--- config.mk ---
export PLATFORM = sky130hd
export DESIGN_NAME = mon_acq_ctrl
export DESIGN_NICKNAME = d
export VERILOG_FILES = /design/src/core/mon_pkg.sv /design/src/core/mon_acq_ctrl.sv
export SDC_FILE = /design/constraint.sdc
export NUM_CORES = 1
export LEC_CHECK = 0
export BUFFER_PORTS_ARGS = -buffer_cell sky130_fd_sc_hd__buf_2
export CORE_MARGIN = 5
export CORE_UTILIZATION = 45
export DETAILED_ROUTE_END_ITERATION = 10
export GPL_TIMING_DRIVEN = 0
export PLACE_DENSITY = 0.72
export REMOVE_ABC_BUFFERS = 1
export SYNTH_ARGS = -nofsm -noshare
export SYNTH_HDL_FRONTEND = slang
export SYNTH_SLANG_ARGS = --single-unit
--- constraint.sdc ---
create_clock -name clk_i -period 5.3 [get_ports clk_i]
set_input_delay 1.06 -clock clk_i [delete_from_list [all_inputs] [get_ports clk_i]]
set_output_delay 1.06 -clock clk_i [all_outputs]
set_load 0.05 [all_outputs]
--- src/core/mon_pkg.sv ---
package mon_pkg;

   // Clock and conversion timing.
   localparam int CLK_PERIOD_NS = 8;
   localparam int CONV_TIME_NS = 1_500_000;
   localparam int CONV_CYCLES_DEFAULT =
      (CONV_TIME_NS + CLK_PERIOD_NS - 1) / CLK_PERIOD_NS;
   localparam int CONV_CNT_W = 18;

   // Serial pins idle high, so their synchronisers reset to that level
   // and no false edge follows reset.
   localparam logic [5:0] PIN_IDLE = 6'h03;

   // Slave address: fixed upper four bits, pins give the low three.
   localparam logic [3:0] ADDR_PREFIX = 4'h9;

   // Channel numbering in acquisition order.
   localparam int NUM_CH = 10;
   localparam int NUM_PAIRS = 4;
   localparam logic [3:0] CH_TINT = 4'h8;
   localparam logic [3:0] CH_VCC = 4'h9;
   localparam logic [3:0] CH_END = 4'hA;

   // Remote diode readings use several source current steps.
   localparam logic [1:0] REMOTE_LAST_STEP = 2'h2;

   // Register offsets.
   localparam logic [7:0] REG_STATUS_LO = 8'h00;
   localparam logic [7:0] REG_STATUS_HI = 8'h01;
   localparam logic [7:0] REG_CH_EN = 8'h02;
   localparam logic [7:0] REG_TRIGGER = 8'h03;
   localparam logic [7:0] REG_PAIR_MODE = 8'h06;
   localparam logic [7:0] REG_CONFIG = 8'h08;
   localparam logic [7:0] REG_DATA_BASE = 8'h0A;
   localparam logic [7:0] REG_DATA_LAST = 8'h1D;
   localparam logic [7:0] REG_RESET = 8'h00;

   // Configuration bit positions.
   localparam int CFG_REPEAT_BIT = 0;
   localparam int CFG_KELVIN_BIT = 1;
   localparam int CFG_TINT_EN_BIT = 2;
   localparam int CFG_VCC_EN_BIT = 3;

   // Result layout.
   localparam int RESULT_W = 15;
   localparam int VALID_BIT = 7;

   // Conversion kinds driven to the converter.
   localparam logic [2:0] KIND_OFF = 3'h0;
   localparam logic [2:0] KIND_SINGLE = 3'h1;
   localparam logic [2:0] KIND_DIFF = 3'h2;
   localparam logic [2:0] KIND_REMOTE = 3'h3;
   localparam logic [2:0] KIND_DIODE_V = 3'h4;
   localparam logic [2:0] KIND_TINT = 3'h5;
   localparam logic [2:0] KIND_VCC = 3'h6;

   typedef enum logic [2:0] {I_IDLE, I_ADDR, I_PTR, I_WDATA, I_RDATA} i2c_state_e;
   typedef enum logic [2:0] {S_IDLE, S_PICK, S_START, S_WAIT, S_STORE} seq_state_e;

endpackage

--- src/core/mon_acq_ctrl.sv ---
`timescale 1ns/100ps
`default_nettype none
module mon_acq_ctrl #(
   parameter int unsigned CONV_CYCLES = mon_pkg::CONV_CYCLES_DEFAULT
) (
   // Clock and reset
   input wire logic clk_i,
   input wire logic rst_n_i,
   // Serial bus
   input wire logic scl_i,
   input wire logic sda_i,
   output logic sda_o,
   output logic sda_oe_o,
   // Address pins and supply monitor
   input wire logic addr_select_bit0_i,
   input wire logic addr_select_bit1_i,
   input wire logic addr_select_bit2_i,
   input wire logic undervoltage_lockout_i,
   // Converter
   output logic adc_start_o,
   output logic [2:0] adc_kind_o,
   output logic [3:0] adc_chan_o,
   output logic [1:0] adc_step_o,
   output logic adc_kelvin_o,
   input wire logic adc_done_i,
   input wire logic [mon_pkg::RESULT_W-1:0] adc_result_i,
   // Remote diode current sources and status
   output logic [mon_pkg::NUM_PAIRS-1:0] isrc_en_o,
   output logic seq_busy_o
);
   import mon_pkg::*;

   localparam int PIN_W = 6;

   logic [PIN_W-1:0] pin_meta_q;
   logic [PIN_W-1:0] pin_sync_q;
   logic [1:0] bus_dly_q;

   // All pins pass two flops; 8 ns sampling is far above 400 kbit/s.
   always_ff @(posedge clk_i or negedge rst_n_i)
   begin
      if (!rst_n_i)
      begin
         pin_meta_q <= PIN_IDLE;
         pin_sync_q <= PIN_IDLE;
         bus_dly_q <= 2'b11;
      end
      else
      begin
         pin_meta_q <= {undervoltage_lockout_i, addr_select_bit2_i,
                        addr_select_bit1_i, addr_select_bit0_i, sda_i, scl_i};
         pin_sync_q <= pin_meta_q;
         bus_dly_q <= pin_sync_q[1:0];
      end
   end

   wire scl_s = pin_sync_q[0];
   wire sda_s = pin_sync_q[1];
   wire [2:0] addr_pins = pin_sync_q[4:2];
   wire undervoltage_lockout_s = pin_sync_q[5];
   wire scl_rise = scl_s & ~bus_dly_q[0];
   wire scl_fall = ~scl_s & bus_dly_q[0];
   wire start_cond = scl_s & bus_dly_q[0] & ~sda_s & bus_dly_q[1];
   wire stop_cond = scl_s & bus_dly_q[0] & sda_s & ~bus_dly_q[1];

   i2c_state_e ist_q;
   logic [3:0] bit_cnt_q;
   logic [7:0] sr_q;
   logic [7:0] tx_q;
   logic [7:0] ptr_q;
   logic ack_slot_q;
   logic rw_q;
   logic nack_q;
   logic sda_oe_q;
   logic sda_o_q;
   logic [7:0] en_q;
   logic [7:0] pair_q;
   logic [7:0] cfg_q;
   logic [7:0] hi_q [NUM_CH];
   logic [7:0] lo_q [NUM_CH];
   logic [NUM_CH-1:0] valid_vec;
   logic seq_busy_q;

   wire active = (ist_q != I_IDLE);
   wire byte_done = active & scl_fall & (bit_cnt_q == 4'd8) & ~ack_slot_q;
   wire ack_end = active & scl_fall & ack_slot_q;
   wire addr_hit = (sr_q[7:1] == {ADDR_PREFIX, addr_pins});
   wire do_ack = ((ist_q == I_ADDR) & addr_hit) | (ist_q == I_PTR) |
                 (ist_q == I_WDATA);
   wire reg_wr = byte_done & (ist_q == I_WDATA);
   wire rd_load = ack_end & (((ist_q == I_ADDR) & rw_q) |
                             ((ist_q == I_RDATA) & ~nack_q));
   wire read_busy = (ist_q == I_RDATA);
   wire trig_pulse = reg_wr & (ptr_q == REG_TRIGGER);

   // Register read decode.
   wire [7:0] data_off = ptr_q - REG_DATA_BASE;
   wire [3:0] rd_ch = data_off[4:1];
   wire rd_is_data = (ptr_q >= REG_DATA_BASE) & (ptr_q <= REG_DATA_LAST);
   wire [7:0] status_hi = {seq_busy_q, 5'h00, valid_vec[9:8]};
   wire [7:0] rd_data =
      rd_is_data ? (data_off[0] ? lo_q[rd_ch] : hi_q[rd_ch]) :
      (ptr_q == REG_STATUS_LO) ? valid_vec[7:0] :
      (ptr_q == REG_STATUS_HI) ? status_hi :
      (ptr_q == REG_CH_EN) ? en_q :
      (ptr_q == REG_PAIR_MODE) ? pair_q :
      (ptr_q == REG_CONFIG) ? cfg_q : 8'h00;
   // Reading the upper byte of a result consumes its freshness flag.
   wire rd_clr = rd_load & rd_is_data & ~data_off[0];

   // The port only drives data; the clock is never held low.
   always_ff @(posedge clk_i or negedge rst_n_i)
   begin
      if (!rst_n_i)
      begin
         ist_q <= I_IDLE;
         bit_cnt_q <= 4'd0;
         sr_q <= 8'h00;
         ptr_q <= 8'h00;
         ack_slot_q <= 1'b0;
         rw_q <= 1'b0;
         nack_q <= 1'b0;
         sda_oe_q <= 1'b0;
      end
      else if (undervoltage_lockout_s | stop_cond)
      begin
         ist_q <= I_IDLE;
         ack_slot_q <= 1'b0;
         sda_oe_q <= 1'b0;
      end
      else if (start_cond)
      begin
         ist_q <= I_ADDR;
         bit_cnt_q <= 4'd0;
         ack_slot_q <= 1'b0;
         sda_oe_q <= 1'b0;
      end
      else
      begin
         if (scl_rise & active)
         begin
            if (bit_cnt_q < 4'd8)
            begin
               sr_q <= {sr_q[6:0], sda_s};
               bit_cnt_q <= bit_cnt_q + 4'd1;
            end
            else
               nack_q <= sda_s;
         end
         if (byte_done)
         begin
            ack_slot_q <= 1'b1;
            sda_oe_q <= do_ack;
            if (ist_q == I_ADDR)
            begin
               rw_q <= sr_q[0];
               if (!addr_hit)
                  ist_q <= I_IDLE;
            end
            if (ist_q == I_PTR)
               ptr_q <= sr_q;
            if (ist_q == I_WDATA)
               ptr_q <= ptr_q + 8'd1;
         end
         else if (ack_end)
         begin
            ack_slot_q <= 1'b0;
            bit_cnt_q <= 4'd0;
            sda_oe_q <= rd_load & ~rd_data[7];
            if (rd_load)
               ptr_q <= ptr_q + 8'd1;
            case (ist_q)
               I_ADDR: ist_q <= rw_q ? I_RDATA : I_PTR;
               I_PTR: ist_q <= I_WDATA;
               I_RDATA: ist_q <= nack_q ? I_IDLE : I_RDATA;
               default: ist_q <= ist_q;
            endcase
         end
         else if (scl_fall & read_busy & ~ack_slot_q)
            sda_oe_q <= ~tx_q[3'd7 - bit_cnt_q[2:0]];
      end
   end

   always_ff @(posedge clk_i or negedge rst_n_i)
   begin
      if (!rst_n_i)
      begin
         tx_q <= 8'h00;
         sda_o_q <= 1'b0;
      end
      else
      begin
         if (rd_load)
            tx_q <= rd_data;
         sda_o_q <= 1'b0;
      end
   end

   // Control registers; lockout holds them at their reset value.
   always_ff @(posedge clk_i or negedge rst_n_i)
   begin
      if (!rst_n_i)
      begin
         en_q <= REG_RESET;
         pair_q <= REG_RESET;
         cfg_q <= REG_RESET;
      end
      else if (undervoltage_lockout_s)
      begin
         en_q <= REG_RESET;
         pair_q <= REG_RESET;
         cfg_q <= REG_RESET;
      end
      else if (reg_wr)
      begin
         if (ptr_q == REG_CH_EN)
            en_q <= sr_q;
         if (ptr_q == REG_PAIR_MODE)
            pair_q <= sr_q;
         if (ptr_q == REG_CONFIG)
            cfg_q <= sr_q;
      end
   end

   // Pair mode bits: even bit is differential, odd bit is remote diode.
   function automatic logic [2:0] chan_kind(input logic [3:0] ch,
      input logic [7:0] en, input logic [7:0] pair, input logic [7:0] cfg);
      logic [1:0] pm;
      pm = {pair[{ch[2:1], 1'b1}], pair[{ch[2:1], 1'b0}]};
      chan_kind = KIND_OFF;
      if (ch == CH_TINT)
         chan_kind = cfg[CFG_TINT_EN_BIT] ? KIND_TINT : KIND_OFF;
      else if (ch == CH_VCC)
         chan_kind = cfg[CFG_VCC_EN_BIT] ? KIND_VCC : KIND_OFF;
      else if ((ch < CH_TINT) && en[ch[2:0]])
      begin
         if (pm[1])
            chan_kind = ch[0] ? KIND_DIODE_V : KIND_REMOTE;
         else if (pm[0])
            chan_kind = ch[0] ? KIND_OFF : KIND_DIFF;
         else
            chan_kind = KIND_SINGLE;
      end
   endfunction

   seq_state_e seq_st_q;
   logic [3:0] seq_ch_q;
   logic [1:0] step_q;
   logic [2:0] kind_q;
   logic [CONV_CNT_W-1:0] conv_cnt_q;
   logic done_seen_q;
   logic [RESULT_W-1:0] result_q;

   wire [2:0] cur_kind = chan_kind(seq_ch_q, en_q, pair_q, cfg_q);
   wire conv_ok = conv_cnt_q >= CONV_CNT_W'(CONV_CYCLES - 1);
   wire wr_stb = (seq_st_q == S_STORE) & ~read_busy;
   wire more_steps = (kind_q == KIND_REMOTE) & (step_q != REMOTE_LAST_STEP);

   always_ff @(posedge clk_i or negedge rst_n_i)
   begin
      if (!rst_n_i)
      begin
         seq_st_q <= S_IDLE;
         seq_ch_q <= 4'd0;
         step_q <= 2'd0;
         kind_q <= KIND_OFF;
         conv_cnt_q <= '0;
         done_seen_q <= 1'b0;
         result_q <= '0;
      end
      else if (undervoltage_lockout_s)
      begin
         seq_st_q <= S_IDLE;
         seq_ch_q <= 4'd0;
      end
      else
      begin
         case (seq_st_q)
            S_IDLE:
               if (trig_pulse)
               begin
                  seq_ch_q <= 4'd0;
                  seq_st_q <= S_PICK;
               end
            S_PICK:
               if (seq_ch_q == CH_END)
               begin
                  seq_ch_q <= 4'd0;
                  seq_st_q <= cfg_q[CFG_REPEAT_BIT] ? S_PICK : S_IDLE;
               end
               else if (cur_kind != KIND_OFF)
               begin
                  kind_q <= cur_kind;
                  step_q <= 2'd0;
                  seq_st_q <= S_START;
               end
               else
                  seq_ch_q <= seq_ch_q + 4'd1;
            S_START:
            begin
               conv_cnt_q <= '0;
               done_seen_q <= 1'b0;
               seq_st_q <= S_WAIT;
            end
            S_WAIT:
            begin
               if (!conv_ok)
                  conv_cnt_q <= conv_cnt_q + CONV_CNT_W'(1);
               if (adc_done_i)
               begin
                  done_seen_q <= 1'b1;
                  result_q <= adc_result_i;
               end
               if (done_seen_q & conv_ok)
               begin
                  if (more_steps)
                  begin
                     step_q <= step_q + 2'd1;
                     seq_st_q <= S_START;
                  end
                  else
                     seq_st_q <= S_STORE;
               end
            end
            S_STORE:
               if (!read_busy)
               begin
                  seq_ch_q <= seq_ch_q + 4'd1;
                  seq_st_q <= S_PICK;
               end
            default: seq_st_q <= S_IDLE;
         endcase
      end
   end

   // Temperatures carry 13 bits, voltages a sign and 14 bits.
   wire is_temp = (kind_q == KIND_REMOTE) | (kind_q == KIND_TINT);
   wire [7:0] st_hi = is_temp ? {1'b1, 2'b00, result_q[12:8]} :
                      {1'b1, result_q[14], result_q[13:8]};
   wire [7:0] st_lo = result_q[7:0];

   genvar c;
   generate
      for (c = 0; c < NUM_CH; c++)
      begin : g_data
         // Set wins over a clear landing in the same cycle.
         always_ff @(posedge clk_i or negedge rst_n_i)
         begin
            if (!rst_n_i)
            begin
               hi_q[c] <= REG_RESET;
               lo_q[c] <= REG_RESET;
            end
            else if (undervoltage_lockout_s)
            begin
               hi_q[c] <= REG_RESET;
               lo_q[c] <= REG_RESET;
            end
            else if (wr_stb & (seq_ch_q == 4'(c)))
            begin
               hi_q[c] <= st_hi;
               lo_q[c] <= st_lo;
            end
            else if (rd_clr & (rd_ch == 4'(c)))
               hi_q[c][VALID_BIT] <= 1'b0;
         end
         assign valid_vec[c] = hi_q[c][VALID_BIT];
      end
   endgenerate

   logic adc_start_q;
   logic [2:0] adc_kind_q;
   logic [3:0] adc_chan_q;
   logic [1:0] adc_step_q;
   logic adc_kelvin_q;
   logic [NUM_PAIRS-1:0] isrc_en_q;
   wire converting = (seq_st_q == S_START) | (seq_st_q == S_WAIT);

   always_ff @(posedge clk_i or negedge rst_n_i)
   begin
      if (!rst_n_i)
      begin
         adc_start_q <= 1'b0;
         adc_kind_q <= KIND_OFF;
         adc_chan_q <= 4'd0;
         adc_step_q <= 2'd0;
         adc_kelvin_q <= 1'b0;
         seq_busy_q <= 1'b0;
      end
      else
      begin
         adc_start_q <= (seq_st_q == S_START) & ~undervoltage_lockout_s;
         adc_kind_q <= kind_q;
         adc_chan_q <= seq_ch_q;
         adc_step_q <= step_q;
         adc_kelvin_q <= cfg_q[CFG_KELVIN_BIT];
         seq_busy_q <= (seq_st_q != S_IDLE);
      end
   end

   genvar p;
   generate
      for (p = 0; p < NUM_PAIRS; p++)
      begin : g_isrc
         always_ff @(posedge clk_i or negedge rst_n_i)
         begin
            if (!rst_n_i)
               isrc_en_q[p] <= 1'b0;
            else
               isrc_en_q[p] <= converting & ~undervoltage_lockout_s & (kind_q == KIND_REMOTE)
                               & (seq_ch_q[2:1] == 2'(p));
         end
      end
   endgenerate

   assign sda_o = sda_o_q;
   assign sda_oe_o = sda_oe_q;
   assign adc_start_o = adc_start_q;
   assign adc_kind_o = adc_kind_q;
   assign adc_chan_o = adc_chan_q;
   assign adc_step_o = adc_step_q;
   assign adc_kelvin_o = adc_kelvin_q;
   assign isrc_en_o = isrc_en_q;
   assign seq_busy_o = seq_busy_q;
endmodule
`default_nettype wire

### After elaboration in Yosys (flattened, before gate mapping)

Cells that the tools add are included.

| cells by class | value |
|---|---|
| add/subtract/negate cells | 7 |
| $mul | 0 |
| divide/modulo/power cells | 0 |
| magnitude comparators | 10 |
| eq/ne operators | 54 |
| shift operators | 0 |
| mux-type cells | 152 |
| bitwise operators | 76 |
| reductions and logical operators | 56 |

Operators with widths:

| kind | number |
|---|---|
| 2-to-1 mux 8 bit | 55 |
| 2-to-1 mux 7 bit | 11 |
| 2-to-1 mux 3 bit | 22 |
| binary-select mux 8 bit (select 4 bit) | 2 |
| AND 1 bit | 54 |
| 2-to-1 mux 4 bit | 10 |
| nonzero test 3 bit | 13 |
| case mux 18 bit (2 select lines) | 1 |
| nonzero test 2 bit | 18 |
| 2-to-1 mux 1 bit | 35 |
| equality test 4 x 3 -> 1 bit (second input constant) | 8 |
| AND reduction 4 bit | 7 |
| equality test 4 bit (second input constant) | 6 |
| adder 18 x 1 -> 18 bit (second input constant) | 1 |
| >= comparator 18 bit (second input constant) | 1 |
| 2-to-1 mux 18 bit | 1 |
| equality test 4 x 2 -> 1 bit (second input constant) | 4 |
| equality test 8 x 2 -> 1 bit (second input constant) | 2 |
| < comparator 3 x 4 -> 1 bit (second input constant) | 4 |
| equality test 3 x 2 -> 1 bit (second input constant) | 5 |
| NOT 1 bit | 15 |
| case mux 3 bit (5 select lines) | 1 |
| inequality test 2 bit (second input constant) | 7 |
| 2-to-1 mux 2 bit | 6 |
| 42 further kinds | 66 |

| storage, ports and cells | value |
|---|---|
| flip-flop bits (word level) | 295 |
| latch bits | 0 |
| bits in writable memories | 0 |
| memory bits (read-only) | 0 |
| bits of input ports | 24 |
| word-level logic and storage cells | 417 |
| memories kept | 0 |

### Longest topological paths before layout

| logic depth | value |
|---|---|
| depth after elaboration | 13 |
| gate-level depth with buffers | 13 |
| mapped depth without buffers | 8 |

### Least setup slack after synthesis

No wires, ideal clock.

| path | value |
|---|---|
| path kind | flip-flop to flip-flop |
| from | register ptr_q[1] |
| to | register tx_q[4] |
| library setup time | 0.120 ns |
| arrival time | 3.651 ns |
| required time | 5.180 ns |
| path slack | 1.529 ns |
| stages on the path, launching flop included | 14 |
| buffers on the path | 7 |
| cells stage by stage | dfrtp_1 -> buf_2 -> buf_2 -> buf_2 -> buf_2 -> inv_1 -> ha_1 -> clkbuf_1 -> clkbuf_1 -> clkbuf_1 -> mux4_2 -> a22oi_1 -> o211ai_1 -> a31o_2 |

| between the ends | value |
|---|---|
| cells in the longest elaborated chain, start to end | 7 |
| elaborated cells between the ends (all ways) | 23 |

Ends and longest elaborated chain:

| what | line | source |
|---|---|---|
| start, declared | mon_acq_ctrl.sv:70 | `logic [7:0] ptr_q;` |
| start signal, assigned | mon_acq_ctrl.sv:161 | `ptr_q <= sr_q;` |
| start signal, assigned | mon_acq_ctrl.sv:163 | `ptr_q <= ptr_q + 8'd1;` |
| start signal, assigned | mon_acq_ctrl.sv:171 | `ptr_q <= ptr_q + 8'd1;` |
| subtractor 5 x 4 -> 5 bit / equality test 8 x 4 -> 1 bit (equally long branches) | mon_acq_ctrl.sv:97, mon_acq_ctrl.sv:107 |  |
| NOT 4 -> 5 bit (implied by the code) / 2-to-1 mux 8 bit (equally long branches) | mon_acq_ctrl.sv:102, mon_acq_ctrl.sv:107 |  |
| binary-select mux 8 bit (select 4 bit) / 2-to-1 mux 8 bit (equally long branches) | mon_acq_ctrl.sv:102, mon_acq_ctrl.sv:106 |  |
| 2-to-1 mux 8 bit, on equally long branches | mon_acq_ctrl.sv:102, mon_acq_ctrl.sv:105 |  |
| 2-to-1 mux 8 bit, on equally long branches | mon_acq_ctrl.sv:102, mon_acq_ctrl.sv:104 |  |
| 2-to-1 mux 8 bit, on equally long branches | mon_acq_ctrl.sv:102, mon_acq_ctrl.sv:103 |  |
| 2-to-1 mux 8 bit (*) | mon_acq_ctrl.sv:102 | `rd_is_data ? (data_off[0] ? lo_q[rd_ch] : hi_q[rd_ch]) :` |
| end signal, assigned | mon_acq_ctrl.sv:194 | `tx_q <= rd_data;` |
| end, declared | mon_acq_ctrl.sv:69 | `logic [7:0] tx_q;` |

Every way passes the cells marked *; elsewhere a longest branch is shown, timed or not. The select of a mux whose other input is x is not followed.
A chain may end at the register's enable or synchronous reset.

### Worst setup path in the final report

| path | value |
|---|---|
| from | register ptr_q[1] |
| to | register sda_oe_q (netlist: sda_oe_o) |

| between the ends | value |
|---|---|
| cells in the longest elaborated chain, start to end | 13 |
| elaborated cells between the ends (all ways) | 29 |

Ends and longest elaborated chain:

| what | line | source |
|---|---|---|
| subtractor 5 x 4 -> 5 bit / equality test 8 x 4 -> 1 bit (equally long branches) | mon_acq_ctrl.sv:97, mon_acq_ctrl.sv:107 |  |
| NOT 4 -> 5 bit (implied by the code) / 2-to-1 mux 8 bit (equally long branches) | mon_acq_ctrl.sv:102, mon_acq_ctrl.sv:107 |  |
| binary-select mux 8 bit (select 4 bit) / 2-to-1 mux 8 bit (equally long branches) | mon_acq_ctrl.sv:102, mon_acq_ctrl.sv:106 |  |
| 2-to-1 mux 8 bit, on equally long branches | mon_acq_ctrl.sv:102, mon_acq_ctrl.sv:105 |  |
| 2-to-1 mux 8 bit, on equally long branches | mon_acq_ctrl.sv:102, mon_acq_ctrl.sv:104 |  |
| 2-to-1 mux 8 bit, on equally long branches | mon_acq_ctrl.sv:102, mon_acq_ctrl.sv:103 |  |
| 2-to-1 mux 8 bit (*) | mon_acq_ctrl.sv:102 |  |
| NOT 1 bit (*) | mon_acq_ctrl.sv:169 | `sda_oe_q <= rd_load & ~rd_data[7];` |
| AND 1 bit (*) | mon_acq_ctrl.sv:169 |  |
| 2-to-1 mux 1 bit (*) | mon_acq_ctrl.sv:165 | `else if (ack_end)` |
| 2-to-1 mux 1 bit (*) | mon_acq_ctrl.sv:150 | `if (byte_done)` |
| 2-to-1 mux 1 bit (*) | mon_acq_ctrl.sv:131 | `else if (start_cond)` |
| 2-to-1 mux 1 bit (*) | mon_acq_ctrl.sv:125 | `else if (undervoltage_lockout_s \| stop_cond)` |
| end signal, assigned | mon_acq_ctrl.sv:153 | `sda_oe_q <= do_ack;` |
| end signal, assigned | mon_acq_ctrl.sv:169 |  |
| end signal, assigned | mon_acq_ctrl.sv:180 | `sda_oe_q <= ~tx_q[3'd7 - bit_cnt_q[2:0]];` |
| end, declared | mon_acq_ctrl.sv:74 | `logic sda_oe_q;` |

Marked as above.

==> flow_summary.json <==
{
  "status": "finished clean",
  "grt_start_max_net_pins": 119,
  "hold_slack_ps": 350,
  "synthArstFlopShare_pct": 100,
  "power_density_nw_per_um2": 300,
  "ys_seq_area_share_pct": 50.0,
  "synth_cell_types": 88,
  "path_clk_slew_ps": 60,
  "grt_util_all_layers_pct": 21.0,
  "ys_ff_latch": 295,
  "rows": 66,
  "cts_root_buf": "clkbuf_16",
  "rsz0062_at_grt": "no",
  "post-cts-setup-buffers": 0,
  "synth_edf_count": 0,
  "layout-drive-gt1-share_pct": 13.8,
  "finalMaxSlewViolations": 0,
  "cp.arrival_ps": 4740,
  "start_util_pct": 45.5,
  "path_max_fanout": 40,
  "netlist_top_cells_count": "330 x nand2_1, 289 x dfrtp_1, 169 x a21oi_1",
  "dieArea_sq_um": 36600,
  "clkLatencyLatePin_ps": 510,
  "drt_iter0_drc": 1085,
  "finalPower_w": 0.00493,
  "drc_errors": 0,
  "synth.area.top_cells": "dfrtp_1 49%, nand2_1 8.4%, mux4_2 5.8%",
  "syn_inst": 1498,
  "yosysMostFrequentCell": "nand2_1",
  "cts_tree": "built",
  "cap_violations": 0,
  "p_leak_nw": 6.76,
  "dp_slack_ps": 1150,
  "die_h_um": 191,
  "firstDrtPassIters": 5,
  "numCtsBuffers": 34,
  "worstMarginPinSlew_ps": 1460,
  "fin_crit_sh_pct": 81.5,
  "ant_nets": 0,
  "cts_resized": 0,
  "synth_top_area_share_pct": 48.9,
  "gr-total-overflow": 0,
  "clockBufferDepth": 3,
  "vdd_drop_max_mv": 0.176,
  "clkSinkCount": 295,
  "synthFlopType": "dfrtp_1",
  "area.growth.synth_to_final_pct": 11.1,
  "period_needed_ps": 4320,
  "synth.avg_cell_area_sq_um": 9.87,
  "layout_setup_ws_ps": 981,
  "antenna_found_initial": 0,
  "synth_area_leader_cell": "dfrtp_1",
  "fin_nets": 1514,
  "avgRoutedWirePerCell_um": 19.6,
  "final_hold_viol_count": 0,
  "grt_pass1_vias": 11432,
  "core_sq_um": 32500,
  "yosysWarnings": 0,
  "worstSetupEndpointType": "flip-flop",
  "critPathKind": "flip-flop to flip-flop",
  "portBuffers": 40,
  "wl_um": 38100,
  "h-tree-depth": 2,
  "synth_area_sq_um": 14800,
  "hp-class": "flip-flop to flip-flop",
  "viasPerCell": 5.88,
  "routabilityCongestion": 0.834,
  "max_clock_freq_mhz": 232,
  "num_vias": 11395,
  "antennaDiodeCount": 0,
  "die_w_um": 191,
  "finalSetupViolations": 0,
  "max-slew-margin-rel_pct": 2.32,
  "start_kind": "flip-flop",
  "hold_buffers": 0,
  "grt_pass1_wl_um": 62200,
  "worst_ep_required_time_ps": 5720,
  "finClkSkew_ps": 16.0,
  "dp_hpwl_um": 23800,
  "ioPinCount": 42
}
-- sequential cells by signal (all words and copies together) (netlist names), 4 cells and up --
register / count
ptr_q: 8
tx_q: 8
sr_q: 8
conv_cnt_q: 18
en_q: 8
pin_sync_q: 6
result_q: 15
hi_q: 80
seq_ch_q: 4
lo_q: 80
adc_chan_o: 4
isrc_en_o: 4
cfg_q: 8
bit_cnt_q: 4
pair_q: 8
pin_meta_q: 6
-- logic make-up (layout without fill, tap and decap cells) --
group	count (synthesis)	in the layout	share of synthesized area, %
AOI/OAI and AO/OA	357	357	14.7
xor gates and xnor gates	20	20	1.18
adders and majority gates	18	18	1.52
buffers and inverters	132	131	3.59
DFF	295	295	50.0
muxes	113	113	11.2
other	1	1	0.0254
and+or+nand+nor	562	562	17.8
-- layout by cell type, fill, tap and decap left out, types with 10 or more instances in the layout --
master / instances
clkbuf_16: 35
inv_1: 24
nor2b_1: 10
mux4_2: 38
ha_1: 17
nor3_1: 21
a21oi_1: 169
a211oi_1: 12
dfrtp_1: 287
a22oi_1: 12
mux2_2: 35
nand3_1: 19
clkbuf_8: 10
xnor2_1: 13
nand3b_1: 26
o21ai_0: 64
and2_1: 12
buf_2: 39
mux2i_1: 40
nand2_1: 330
nor2_1: 66
-- worst max-delay path, cell delays in order, from the launching register on --
cell and delay (ps):
dfrtp_4 700, buf_16 310, inv_1 210, ha_1 310, nor2b_1 170, o21ai_0 690, nand2_1 740, a221o_1 610
o2111a_1 270, a211oi_1 210
-- layer usage --
layer | up-vias | global-route usage, % | part of all wire [%]
met5 | - | 0 | 0
met4 | 0 | 6.57 | 2.8
met3 | 81 | 3.94 | 5.9
met2 | 359 | 35.0 | 49
met1 | 5705 | 28.0 | 42
li1 | 5250 | - | -
-- final timing paths --
path | startpoint | endpoint | slack (ps) | cells past startpoint
setup / recovery | ptr_q[1] | sda_oe_o | 980 | 9
hold / removal | pin_meta_q[5] | pin_sync_q[5] | 350 | 0
setup reg to reg | ptr_q[1] | sda_oe_o | 980 | 9
hold reg to reg | pin_meta_q[5] | pin_sync_q[5] | 350 | 0
max in group asynchronous | rst_n_i | result_q[11] | 3230 | 3
min in group asynchronous | rst_n_i | pin_meta_q[2] | 660 | 1
-- power by group --
part           internal [W]  leakage (nW)  switching (W)
clock               0.00150         0.573       0.000922
sequential          0.00228          4.07      0.0000727
combinational     0.0000539          2.12      0.0000999
-- per-stage QoR --
| step | util [%] | cells | cell area, sq um | setup TNS (ps) |
|---|---|---|---|---|
| 6_report | 50.5 | 1939 | 16400 | 0 |
| 5_1_grt | 50.5 | 1939 | 16400 | 0 |
| 2_1_floorplan | - | 1391 | 14400 | 0 |
| 3_5_place_dp | 46.9 | 1878 | 15300 | 0 |
| 3_3_place_gp | 46.4 | 1873 | 15100 | -789700 |
| 4_1_cts | 50.5 | 1939 | 16400 | 0 |
-- layout make-up --
class / instances / area [sq um]
Clock buffer: 51 / 1040
Inverter: 25 / 93.8
Fill cell: 2972 / 16100
Multi-Input combinational cell: 1071 / 6880
Clock inverter: 10 / 134
Sequential cell: 295 / 7400
Timing Repair Buffer: 45 / 348
Tap cell: 442 / 553
No activity file was read; power rests on OpenSTA's default activity.
